===== src/rtl/sstcfg_pkg.sv =====
// Package with register map, field layout and timing constants.
package sstcfg_pkg;

  // ----------------------------------------------------------------
  // Register offsets and reset values
  // ----------------------------------------------------------------
  localparam logic [7:0] ADDR_FIFO_WATERMARK_LEVEL = 8'h31;
  localparam logic [7:0] ADDR_SELFTEST_STEP_CONFIG = 8'h32;
  localparam logic [7:0] ADDR_STEP_VALLEY_VALUE = 8'h34;
  localparam logic [7:0] RST_FIFO_WATERMARK_LEVEL = 8'h00;
  localparam logic [7:0] RST_SELFTEST_STEP_CONFIG = 8'h00;
  localparam logic [7:0] RST_STEP_VALLEY_VALUE = 8'h00;

  // ----------------------------------------------------------------
  // Field positions and masks
  // ----------------------------------------------------------------
  localparam int POS_SELFTEST_EN = 7;
  localparam int POS_AMP_PEAK = 5;
  localparam int POS_SINGLE_AXIS = 3;
  localparam int POS_SIGN = 2;
  localparam logic [7:0] MASK_WATERMARK = 8'h3f;
  localparam logic [7:0] MASK_VALLEY = 8'h3f;
  localparam logic [7:0] MASK_CONFIG = 8'hbf;

  // ----------------------------------------------------------------
  // Axis codes and threshold arithmetic
  // ----------------------------------------------------------------
  localparam logic [1:0] AXIS_X = 2'h0;
  localparam logic [1:0] AXIS_Y = 2'h1;
  // Threshold in units of 0.01 mg: code * 391 + 10000 (0.1 g).
  localparam logic [15:0] FBZ_STEP_CMG = 16'h0187;
  localparam logic [19:0] FBZ_OFFSET_CMG = 20'h02710;
  localparam int SELFTEST_SETTLE_MS = 3;
  localparam int CLK_MHZ = 200;
  localparam int SELFTEST_SETTLE_CYC = SELFTEST_SETTLE_MS * 1000 * CLK_MHZ;
  localparam int FIFO_DEPTH = 32;

  typedef struct packed {
    logic x;
    logic y;
    logic z;
  } sstcfg_axis_type;

  typedef struct packed {
    logic selftest_on;
    logic amp_high;
    logic sign_pos;
    sstcfg_axis_type axis;
  } sstcfg_selftest_type;

  typedef struct packed {
    logic peak_valley_match;
    logic single_axis;
    sstcfg_axis_type axis;
    logic [5:0] valley;
  } sstcfg_step_type;

endpackage


===== src/rtl/sstcfg_fifo_count.sv =====
// FIFO frame counter and watermark comparator.
`timescale 1ns/1ps
module sstcfg_fifo_count (
  // Clock and reset
  input wire logic ref_clk,
  input wire logic sys_rst,
  // Frame traffic
  input wire logic frame_wr,
  input wire logic frame_rd,
  input wire logic clear,
  input wire logic [5:0] level,
  // Status
  output logic [5:0] frame_count,
  output logic watermark_hit
);
  import sstcfg_pkg::*;

  logic [5:0] count_ff;
  logic [5:0] nxt_count;
  logic hit_ff;

  always_comb begin
    nxt_count = count_ff;
    if (frame_wr && !frame_rd && count_ff != 6'(FIFO_DEPTH)) begin
      nxt_count = count_ff + 6'h01;
    end else if (frame_rd && !frame_wr && count_ff != 6'h00) begin
      nxt_count = count_ff - 6'h01;
    end
    if (clear) begin
      nxt_count = 6'h00;
    end
  end

  always_ff @(posedge ref_clk) begin
    if (sys_rst) begin
      count_ff <= 6'h00;
    end else begin
      count_ff <= nxt_count;
    end
  end

  // The compare is refreshed on each stored or read frame; a level change clears it.
  always_ff @(posedge ref_clk) begin
    if (sys_rst || clear) begin
      hit_ff <= 1'b0;
    end else if (frame_wr || frame_rd) begin
      hit_ff <= nxt_count > level;
    end
  end

  assign frame_count = count_ff;
  assign watermark_hit = hit_ff;
endmodule


===== src/rtl/sstcfg_regs.sv =====
// Self-test, step and FIFO watermark configuration register bank.
// ----------------------------------------------------------------
// How it works
// The front/back z threshold equals code times 3.91 mg plus 0.1 g.
// The watermark interrupt rises when stored frames exceed the level.
// A change of the watermark level clears the FIFO frame counter.
// Config bit 7 set enters self-test, cleared gives normal operation.
// The host waits at least 3 ms after enabling self-test before use.
// Config bit 5 is amplitude in self-test, else peak/valley enable.
// In self-test, bit 5 set gives high amplitude, clear gives low.
// For the step counter, bit 5 set enables peak and valley matching.
// Config bit 3 set enables single-axis step counting.
// The sign bit set gives positive excitation, clear negative.
// The axis field encodes 00 as x, 01 as y, 10 and 11 as z.
// In self-test the excitation goes to the selected axis.
// With step counting on, the same field chooses the step axis.
// Step on plus single-axis mode counts on the selected axis only.
// The watermark compare is redone after every frame write.
// Unused bits of watermark and valley registers read zero.
// ----------------------------------------------------------------
`timescale 1ns/1ps
module sstcfg_regs (
  // Clock and reset
  input wire logic ref_clk,
  input wire logic sys_rst,
  // Register port from the serial interface
  input wire logic reg_wr,
  input wire logic reg_rd,
  input wire logic [7:0] reg_addr,
  input wire logic [7:0] reg_wdata,
  output logic [7:0] reg_rdata,
  output logic reg_rvalid,
  // Front/back threshold code from its own register
  input wire logic [7:0] front_back_z_threshold,
  output logic [19:0] fbz_threshold_cmg,
  // Step counter enable from the step register
  input wire logic step_enable,
  // FIFO traffic
  input wire logic frame_wr,
  input wire logic frame_rd,
  output logic [5:0] fifo_frame_count,
  output logic fifo_watermark_irq,
  // Self-test and step control outputs
  output sstcfg_pkg::sstcfg_selftest_type selftest_ctl,
  output sstcfg_pkg::sstcfg_step_type step_ctl,
  output logic selftest_settled
);
  import sstcfg_pkg::*;

  logic [7:0] wtmk_ff;
  logic [7:0] conf_ff;
  logic [7:0] valley_ff;
  logic [7:0] rdata_ff;
  logic rvalid_ff;
  logic [19:0] fbz_ff;
  sstcfg_selftest_type st_ff;
  sstcfg_step_type step_ff;
  logic [19:0] settle_ff;
  logic settled_ff;
  logic wtmk_change;
  logic wr_wtmk;
  logic wr_conf;
  logic wr_valley;

  // ----------------------------------------------------------------
  // Helpers
  // ----------------------------------------------------------------
  function automatic sstcfg_axis_type axis_decode(input logic [1:0] code);
    axis_decode.x = (code == AXIS_X);
    axis_decode.y = (code == AXIS_Y);
    axis_decode.z = code[1];
  endfunction

  function automatic logic [7:0] read_mux(input logic [7:0] addr,
                                          input logic [7:0] w,
                                          input logic [7:0] c,
                                          input logic [7:0] v);
    unique case (addr)
      ADDR_FIFO_WATERMARK_LEVEL: read_mux = w & MASK_WATERMARK;
      ADDR_SELFTEST_STEP_CONFIG: read_mux = c;
      ADDR_STEP_VALLEY_VALUE: read_mux = v & MASK_VALLEY;
      default: read_mux = 8'h00;
    endcase
  endfunction

  // Widen before the product: a full code times the step overflows 16 bits.
  function automatic logic [19:0] fbz_scale(input logic [7:0] code);
    fbz_scale = 20'(code) * 20'(FBZ_STEP_CMG) + FBZ_OFFSET_CMG;
  endfunction

  assign wr_wtmk = reg_wr && reg_addr == ADDR_FIFO_WATERMARK_LEVEL;
  assign wr_conf = reg_wr && reg_addr == ADDR_SELFTEST_STEP_CONFIG;
  assign wr_valley = reg_wr && reg_addr == ADDR_STEP_VALLEY_VALUE;
  // Only a real change of the level clears the counter.
  assign wtmk_change =
    wr_wtmk && ((reg_wdata & MASK_WATERMARK) != wtmk_ff);

  // ----------------------------------------------------------------
  // Register storage
  // ----------------------------------------------------------------
  always_ff @(posedge ref_clk) begin
    if (sys_rst) begin
      wtmk_ff <= RST_FIFO_WATERMARK_LEVEL;
    end else if (wr_wtmk) begin
      wtmk_ff <= reg_wdata & MASK_WATERMARK;
    end
  end

  // Bit 6 has no function and reads zero.
  always_ff @(posedge ref_clk) begin
    if (sys_rst) begin
      conf_ff <= RST_SELFTEST_STEP_CONFIG;
    end else if (wr_conf) begin
      conf_ff <= reg_wdata & MASK_CONFIG;
    end
  end

  always_ff @(posedge ref_clk) begin
    if (sys_rst) begin
      valley_ff <= RST_STEP_VALLEY_VALUE;
    end else if (wr_valley) begin
      valley_ff <= reg_wdata & MASK_VALLEY;
    end
  end

  // Read data holds until the next read, so the host may fetch it late.
  always_ff @(posedge ref_clk) begin
    if (sys_rst) begin
      rdata_ff <= 8'h00;
      rvalid_ff <= 1'b0;
    end else begin
      rvalid_ff <= reg_rd;
      if (reg_rd) begin
        rdata_ff <= read_mux(reg_addr, wtmk_ff, conf_ff, valley_ff);
      end
    end
  end

  // ----------------------------------------------------------------
  // Threshold arithmetic
  // ----------------------------------------------------------------
  // Range setting plays no part; only the code and fixed offset count.
  always_ff @(posedge ref_clk) begin
    if (sys_rst) begin
      fbz_ff <= FBZ_OFFSET_CMG;
    end else begin
      fbz_ff <= fbz_scale(front_back_z_threshold);
    end
  end

  // ----------------------------------------------------------------
  // Function decode
  // ----------------------------------------------------------------
  always_ff @(posedge ref_clk) begin
    if (sys_rst) begin
      st_ff <= '0;
    end else begin
      st_ff.selftest_on <= conf_ff[POS_SELFTEST_EN];
      // The shared bit drives amplitude only while self-test runs.
      st_ff.amp_high <= conf_ff[POS_SELFTEST_EN] &&
                        conf_ff[POS_AMP_PEAK];
      // The sign follows its bit always; it only matters in self-test.
      st_ff.sign_pos <= conf_ff[POS_SIGN];
      st_ff.axis <= conf_ff[POS_SELFTEST_EN] ?
                    axis_decode(conf_ff[1:0]) : '0;
    end
  end

  always_ff @(posedge ref_clk) begin
    if (sys_rst) begin
      step_ff <= '0;
    end else begin
      step_ff.peak_valley_match <= !conf_ff[POS_SELFTEST_EN] &&
                                   step_enable &&
                                   conf_ff[POS_AMP_PEAK];
      step_ff.single_axis <= step_enable &&
                             conf_ff[POS_SINGLE_AXIS];
      step_ff.axis <= step_enable ?
                      axis_decode(conf_ff[1:0]) : '0;
      step_ff.valley <= valley_ff[5:0];
    end
  end

  // Status hint for the host; the host still owns the wait itself.
  always_ff @(posedge ref_clk) begin
    if (sys_rst || !conf_ff[POS_SELFTEST_EN]) begin
      settle_ff <= 20'h00000;
      settled_ff <= 1'b0;
    end else if (settle_ff != 20'(SELFTEST_SETTLE_CYC - 1)) begin
      settle_ff <= settle_ff + 20'h00001;
    end else begin
      settled_ff <= 1'b1;
    end
  end

  // ----------------------------------------------------------------
  // FIFO counter
  // ----------------------------------------------------------------
  // Clearing the count wins over a frame stored in the same cycle, so a
  // new level always starts from an empty frame count.
  sstcfg_fifo_count u_count (
    .ref_clk(ref_clk),
    .sys_rst(sys_rst),
    .frame_wr(frame_wr),
    .frame_rd(frame_rd),
    .clear(wtmk_change),
    .level(wtmk_ff[5:0]),
    .frame_count(fifo_frame_count),
    .watermark_hit(fifo_watermark_irq)
  );

  // ----------------------------------------------------------------
  // Outputs
  // ----------------------------------------------------------------
  assign reg_rdata = rdata_ff;
  assign reg_rvalid = rvalid_ff;
  assign fbz_threshold_cmg = fbz_ff;
  assign selftest_ctl = st_ff;
  assign step_ctl = step_ff;
  assign selftest_settled = settled_ff;
endmodule


===== config.mk =====
export PLATFORM = sky130hd
export DESIGN_NAME = sstcfg_regs
export DESIGN_NICKNAME = d
export VERILOG_FILES = /design/src/rtl/sstcfg_pkg.sv /design/src/rtl/sstcfg_fifo_count.sv /design/src/rtl/sstcfg_regs.sv
export SDC_FILE = /design/constraint.sdc
export NUM_CORES = 1
export LEC_CHECK = 0
export BUFFER_PORTS_ARGS = -buffer_cell sky130_fd_sc_hd__buf_2
export CAP_MARGIN = 10
export CELL_PAD_IN_SITES_DETAIL_PLACEMENT = 2
export CELL_PAD_IN_SITES_GLOBAL_PLACEMENT = 2
export CORE_ASPECT_RATIO = 0.6
export CORE_MARGIN = 4
export CORE_UTILIZATION = 38
export CTS_BUF_LIST = sky130_fd_sc_hd__clkbuf_4 sky130_fd_sc_hd__clkbuf_8 sky130_fd_sc_hd__clkbuf_16
export CTS_CLUSTER_SIZE = 14
export DETAILED_ROUTE_END_ITERATION = 8
export HOLD_SLACK_MARGIN = 0.06
export PLACE_DENSITY = 0.87
export SYNTH_ARGS = -nofsm -noshare
export SYNTH_HDL_FRONTEND = slang
export SYNTH_SLANG_ARGS = --single-unit

===== constraint.sdc =====
create_clock -name ref_clk -period 6.52 [get_ports ref_clk]
set_clock_uncertainty 0.05 [all_clocks]
set_input_delay 0.652 -clock ref_clk [delete_from_list [all_inputs] [get_ports ref_clk]]
set_output_delay 0.652 -clock ref_clk [all_outputs]
set_load 0.005 [all_outputs]

; ---- After elaboration in Yosys (flattened, before gate mapping)
; Cells that the tools add are included.
[classes]
add_sub_neg = 4
n_mul = 1
div = 0
n_lt_le_gt_ge = 1
eq_ne = 7
n_shift = 0
n_mux = 4
bitwise = 2
reduce_logical = 22
[op_table]
columns = operator, count
row1 = $eq 8x6->1 const B, 3
row2 = $pmux 8 s3, 1
row3 = $add 20x1->20 const B, 1
row4 = $ne 20x20->1 const B, 1
row5 = $add 17x14->18 const B, 1
row6 = $mux 6, 3
row7 = $mul 8x9->17 const B, 1
row8 = $logic_and 1x1->1, 12
row9 = $add 6x1->6 const B, 1
row10 = $gt 6x6->1, 1
row11 = $ne 6x6->1, 1
row12 = $ne 6x6->1 const B, 1
row13 = $reduce_bool 6->1, 1
row14 = $sub 6x1->6 const B, 1
row15 = $reduce_or 2->1, 2
row16 = $logic_not 1->1, 3
row17 = $logic_or 1x1->1, 3
row18 = $eq 2x1->1 const B, 1
row19 = $logic_not 2->1, 1
row20 = $not 1->1, 2
[word_totals]
ff_bits = 93
latchBits = 0
ram_bits = 0
romBits = 0
out_inout_bits = 54
n_memories = 0

; ---- Longest topological paths before layout
; Gate-level depths: netlist (run 1).
[depth]
ltp_word = 7
mapped_depth = 15

; ---- Hierarchy
; From an unflattened synthesis (run 1), not the netlist that was laid out.
[unflattened]
cells_unflattened = 574
area_unflattened_um2 = 5372.7
[modules_own_cells]
columns = module, n_inst, cells_per_inst, area_per_inst_um2, seq_area_each_um2
row1 = sstcfg_regs, 1, 475, 4574.4, 1661.6
row2 = sstcfg_fifo_count, 1, 99, 798.3, 140.1

; ---- Worst setup path before layout (run 1)
; No wires, ideal clock.
[synth_timing]
kind = input-to-reg
from = input port front_back_z_threshold[5]
to = register fbz_ff[16] (netlist: fbz_threshold_cmg[16])
t_arrival_ps = 3701
path_slack_ps = 2642
path_stages = 14
path_cell_list = inv_1 fa_1 inv_1 ha_1 inv_1 fa_1 inv_1 ha_1 ha_1 o21a_1 o31a_1 o31a_1 o21ai_0 or3b_1
[synth_via]
elab_chain_len = 2
[synth_lines]
columns = item, line
row1 = start: declaration, sstcfg_regs.sv:34  ; input wire logic [7:0] front_back_z_threshold,
row2 = $mul 8x9->17, sstcfg_regs.sv:88  ; fbz_scale = 20'(code) * 20'(FBZ_STEP_CMG) + FBZ_OFFSET_CMG;
row3 = $add 17x14->18, sstcfg_regs.sv:88
row4 = end signal: assignment, sstcfg_regs.sv:147  ; fbz_ff <= fbz_scale(front_back_z_threshold);
row5 = end: declaration, sstcfg_regs.sv:55  ; logic [19:0] fbz_ff;
; No other way between the ends.
; A chain may end at the register's enable or synchronous reset.

; ---- Final worst setup path (run 1)
[layout_timing]
from = input port front_back_z_threshold[6]
to = register fbz_ff[11] (netlist: fbz_threshold_cmg[11])
; The elaborated chain is that of the path after synthesis.

==> results of run 1 <==
## report_power, final
part | switching (mW) | internal (mW)
clock | 0.249 | 0.313
sequential | 0.0361 | 0.591
combinational | 0.365 | 0.238
total | 0.650 | 1.14
## path summary, 6_finish.rpt
check	startpoint	endpoint	slack, ps	depth (start not counted)
worst max-delay path	front_back_z_threshold[6]	fbz_threshold_cmg[11]	1950	15
worst min-delay path	reg_rdata[0]	reg_rdata[0]	420	2
worst max register to register	u_count.frame_count[0]	u_count.watermark_hit	3130	13
worst min register to register	reg_rdata[0]	reg_rdata[0]	420	2
## logic make-up after synthesis
group | count (synthesis) | synth area share
AOI/OAI and AO/OA | 89 | 0.1116
xor gates and xnor gates | 28 | 0.04597
and+or+nand+nor | 208 | 0.2043
DFF | 90 | 0.3377
other | 1 | 0.0007029
muxes | 26 | 0.04972
buffers and inverters | 74 | 0.05675
adders and majority gates | 74 | 0.1932
## metal layers
metal	vias to the layer above	part of all wire	wire, um	global-route usage
li1	2149	-	-	-
met4	0	0.022	459	0.07864
met2	134	0.48	9917	0.4407
met5	-	0	0	0
met1	2415	0.45	9238	0.3350
met3	38	0.045	934	0.05663
## cell usage after synthesis (all sizes together) (7+ instances only)
cell,number,area share
dfxtp,90,0.34
nand2,23,0.016
nand3,8,0.0075
nand2b,7,0.0082
nor2b,22,0.026
clkbuf,11,0.0077
nor2,83,0.059
nand4,8,0.0094
xnor2,11,0.018
xor2,17,0.028
o21ai,23,0.022
buf,8,0.010
nor3,15,0.014
fa,14,0.053
mux2i,22,0.041
ha,60,0.14
inv,55,0.039
a21oi,17,0.017
## area by class of cell
cell class | instances | area [um2]
flip-flops and latches | 90 | 1802
inverters | 55 | 206.4
fillers | 1528 | 7503
multi-input cells | 428 | 3238
clock buffers | 10 | 239.0
clock inverters | 6 | 71.32
well taps | 192 | 240.2
repair buffers | 81 | 407.9
## sequential cells by signal (all words and copies together) (netlist names)
signal / count
valley_ff: 6
selftest_settled: 1
wtmk_ff: 6
reg_rvalid: 1
settle_ff: 20
conf_ff: 7
step_ctl: 11
reg_rdata: 7
u_count.frame_count: 6
u_count.watermark_hit: 1
fbz_threshold_cmg: 18
selftest_ctl: 6
## worst register-to-register path, stage by stage, from the launching register on
cell	delay (ps)
dfxtp_1	420
inv_1	130
ha_1	190
nor4b_2	440
a21oi_2	190
a32oi_1	300
xor2_1	330
nor2_1	110
ha_1	350
nand4_1	150
nor2_1	90
nor3_1	190
o21ai_0	190
a21oi_1	190
## through the flow
stage	cell area (um2)	utilization	setup slack (ps)	total power [mW]
floorplan	5343	-	2642	0.9761
global placement	5894	0.4300	1995	1.124
detailed placement	5894	0.4300	1881	1.180
CTS	6205	0.4526	2045	1.798
global route	6205	0.4526	1799	1.882
finish	6205	0.4526	1949	1.793
==> impl_metrics.csv, run 1 <==
group,metric,value,unit
setup_path,crit_family,"adder cells",
route,drt_wl_total,20.55,mm
synth,synthFlopType,"dfxtp_1",
clock_network,clk_latency,350,ps
outcome,status,"completed",
global_routing,grt_pass1_vias,5361,
synth,syn_inst,590,
sta,clock.fmax,0.2188,GHz
finish,final_common_cell,"dfxtp_1",
synth,synth.cell_area,0.005335,mm2
sta,post-route-period-util,0.7010,
setup_path,crit_path_end_kind,"flip-flop",
sta,setup_viol,0,
sta,post-route-min-period,4571,ps
finish,drive_above_1_share,0.1687,
sta,timing.final.hold_violations,0,
route,first_pass_iters,4,
clock_network,htree_levels,3,
setup_path,worst_ep_arrival_time,4760,ps
route,via_count,4736,
setup_path,cp_num_buf_inv,5,
floorplanning,rows,33,
clock_network,cts_resized,0,
finish,area_growth,16.30,%
floorplanning,die_x,161.0,um
setup_path,worst_path_most_repeated_cell,"inv_1",
floorplanning,io_pins,85,
floorplanning,dieArea,0.01606,mm2
synth,synth_edf_count,0,
clock_network,clk_pin_slew,70,ps
synth,ys_seq_elements,90,
clock_network,cts_hold_buf,0,
setup_path,crit_path_max_fanout,8,
finish,final_cell_mix,"dfxtp_1 (90), nor2_1 (82), buf_2 (80)",
setup_path,cpMaxStageDelayCell,"o21ai_0",
sta,maxSlewViolCount,0,
job,cap_viol_max_count,0,
sta,fin_tns_setup,0,ps
setup_path,max_stage_delay,590,ps
global_routing,grtUsageTotal,0.2594,
setup_path,worstSetupPathType,"in -> reg",
clock_network,cts_tree,"done",
route,wl_per_cell,23.84,um
synth,yosysWarnings,0,
route,drc,0,
clock_network,clock_sinks,90,
min_path,min_path_type,"reg -> reg",
route,drt_iter0_markers,276,
global_routing,grt_max_degree,58,
clock_network,post-cts-setup-buffers,0,
clock_network,root_buffer,"clkbuf_16",
setup_path,required,6710,ps
floorplanning,core_area,0.01371,mm2
placement,dpl.cell_count,846,
global_routing,grt_pass1_wl,32.37,mm
route,viasPerCell,5.494,
setup_path,startpoint_type,"input pin",
finish,stdcell_count,862,
global_routing,antenna_found_initial,0,
pwr,power.leakage,2.796,nW
pwr,peakVddDrop,0.1557,mV
clock_network,cts_buffers,9,
setup_path,crit_path_cell_trace,"buf_2, inv_1, fa_1, inv_1, ha_1, inv_1, fa_1, inv_1, ha_1, ha_1, o21ai_0, o21ai_0, nand2_1, a21oi_1, mux2_2",
sta,relSlewSlack,0.3945,
synth,synth.avg_cell_area,9.043,um2
placement,place_hpwl,13.33,mm
synth,synth_cell_type_count,64,
sta,whs,423.2,ps
sta,worstMarginPinSlew,908.3,ps
pwr,p_per_area,288.9,mW/mm2
sta,rsz0062_at_grt,"no",
synth,synth-seq-area-share,0.3377,
synth,async_reset_ff_frac,0,
floorplanning,die_h,99.78,um
finish,antenna_cells,0,
placement,gp_congestion,0.8777,
floorplanning,start_util,0.3892,
finish,nNetsFinal,770,
route,ant_nets,0,
placement,port_buffers,80,
global_routing,grt_overflow,0,
clock_network,cts.path.max_buffers,2,
Note: power is estimated with default switching activity, not from simulation.
==> run 2: changes to the inputs <==
CORE_UTILIZATION = 35   (was 38)
PLACE_DENSITY = 0.81   (was 0.87)
clock period = 4.72 ns   (was 6.52 ns; I/O delays follow)
==> run 2 against run 1 <==
Net effect: utilization fell by 3.3 points; sequential power rose by 38%; largest power group unchanged; power grew 27%; flip-flop and latch count is the same; highest routed layer unchanged.
==> impl_metrics.csv, run 2 (synthesized netlist as in run 1, its figures left out) <==
group,metric,value,unit
setup_path,crit_path_end_kind,"flip-flop",
clock_network,clk_latency,340,ps
clock_network,clk_pin_slew,60,ps
pwr,power.leakage,2.777,nW
sta,setup_viol,0,
setup_path,crit_path_cell_trace,"buf_2, inv_1, fa_1, inv_1, ha_1, inv_1, fa_1, inv_1, ha_1, ha_1, o21ai_0, o21ai_0, nand2_1, a21oi_1, mux2_2",
route,drt_wl_total,16.12,mm
sta,rsz0062_at_grt,"no",
sta,whs,349.3,ps
clock_network,cts_buffers,9,
global_routing,antenna_found_initial,0,
finish,regMostFlops,"settle_ff",
route,via_count,4442,
setup_path,max_stage_delay,560,ps
setup_path,crit_path_max_fanout,8,
setup_path,startpoint_type,"input pin",
clock_network,post-cts-setup-buffers,0,
finish,drive_above_1_share,0.1687,
clock_network,cts.path.max_buffers,2,
route,wl_per_cell,18.57,um
sta,clock.fmax,0.2365,GHz
global_routing,grt_pass1_wl,26.25,mm
floorplanning,core_area,0.01472,mm2
clock_network,clock_sinks,90,
sta,worstMarginPinSlew,890.6,ps
route,ant_nets,0,
clock_network,root_buffer,"clkbuf_16",
floorplanning,io_pins,85,
floorplanning,die_x,167.4,um
route,viasPerCell,5.118,
finish,final_cell_mix,"dfxtp_1 (90), nor2_1 (82), buf_2 (80)",
finish,nNetsFinal,770,
floorplanning,rows,34,
placement,place_hpwl,12.97,mm
floorplanning,dieArea,0.01735,mm2
sta,fin_tns_setup,0,ps
job,cap_viol_max_count,0,
floorplanning,die_h,103.6,um
outcome,status,"completed",
setup_path,worstSetupPathType,"in -> reg",
route,drc,0,
setup_path,worst_ep_arrival_time,4410,ps
sta,maxSlewViolCount,0,
finish,fillCellCount,1683,
finish,antenna_cells,0,
sta,post-route-period-util,0.8958,
route,first_pass_iters,4,
finish,final_common_cell,"dfxtp_1",
sta,post-route-min-period,4228,ps
finish,largest_reg_flops,20,
clock_network,cts_tree,"done",
global_routing,grt_max_degree,57,
placement,gp_congestion,0.9050,
global_routing,grt_pass1_vias,4911,
global_routing,grtUsageTotal,0.1852,
clock_network,cts_resized,0,
finish,area_growth,15.81,%
sta,timing.final.hold_violations,0,
pwr,peakVddDrop,0.1683,mV
setup_path,worst_path_most_repeated_cell,"inv_1",
finish,postLayoutCoreUtil,0.4198,
global_routing,grt_overflow,0,
setup_path,cpMaxStageDelayCell,"fa_1",
clock_network,htree_levels,3,
setup_path,required,4900,ps
floorplanning,start_util,0.3625,
pwr,p_per_area,368.8,mW/mm2
clock_network,cts_hold_buf,0,
sta,relSlewSlack,0.4063,
placement,port_buffers,80,
route,drt_iter0_markers,163,
min_path,min_path_type,"in -> reg",
[run 2: cell count changes in the layout (fill, tap and decap cells not counted)]
cell / delta
bufinv_16: -1
clkbuf_8: -1
clkinv_2: +1
clkinvlp_4: +1
inv_6: +1
inv_8: -1
[run 2: final timing paths]
path                              from                     to  slack (ps)  cells after the start
max          front_back_z_threshold[6]  fbz_threshold_cmg[11]         490                     15
min                       reg_wdata[7]             conf_ff[7]         350                      3
max reg2reg     u_count.frame_count[0]  u_count.watermark_hit        1570                     13
min reg2reg                 conf_ff[3]            step_ctl[9]         420                      2
[run 2: power breakdown]
part | internal, mW | total (mW) | leakage (nW) | switching, mW
logic | 0.318 | 0.741 | 1.91 | 0.423
clock network | 0.360 | 0.674 | 0.133 | 0.314
registers | 0.817 | 0.864 | 0.731 | 0.0463
[run 2: stage by stage]
| stage | total power [mW] | cell area [um2] | cells | setup WS (ps) |
|---|---|---|---|---|
| 2_1_floorplan | 1.348 | 5343 | 592 | 1022 |
| 3_3_place_gp | 1.558 | 5902 | 852 | 403.9 |
| 3_5_place_dp | 1.616 | 5902 | 852 | 225.6 |
| 4_1_cts | 2.307 | 6178 | 868 | 547.8 |
| 5_1_grt | 2.437 | 6178 | 868 | 321.8 |
| 6_report | 2.279 | 6178 | 868 | 491.8 |
[run 2: metal layers]
layer | GRT usage | wire length, um | up-vias
li1 | - | - | 2153
met1 | 0.2579 | 8055 | 2207
met2 | 0.2979 | 7285 | 71
met3 | 0.04340 | 667 | 11
met4 | 0.03127 | 109 | 0
met5 | 0 | 0 | -
[run 2: cell type report]
class | count | area (um2) | area share
Tap cell | 198 | 247.7 | 0.04010
Clock inverter | 7 | 51.30 | 0.008303
Timing Repair Buffer | 81 | 407.9 | 0.06602
Clock buffer | 9 | 225.2 | 0.03645
Sequential cell | 90 | 1802 | 0.2916
Inverter | 55 | 206.4 | 0.03341
Multi-Input combinational cell | 428 | 3238 | 0.5241
[run 2: worst max-delay path, delay by kind of cell]
family,cells,cell delay [ps]
adder cells (fa/ha/maj),5,1960
AO/OA/AOI/OAI,3,870
buffers and inverters,5,490
multiplexers,1,360
AND/OR/NAND/NOR,1,250
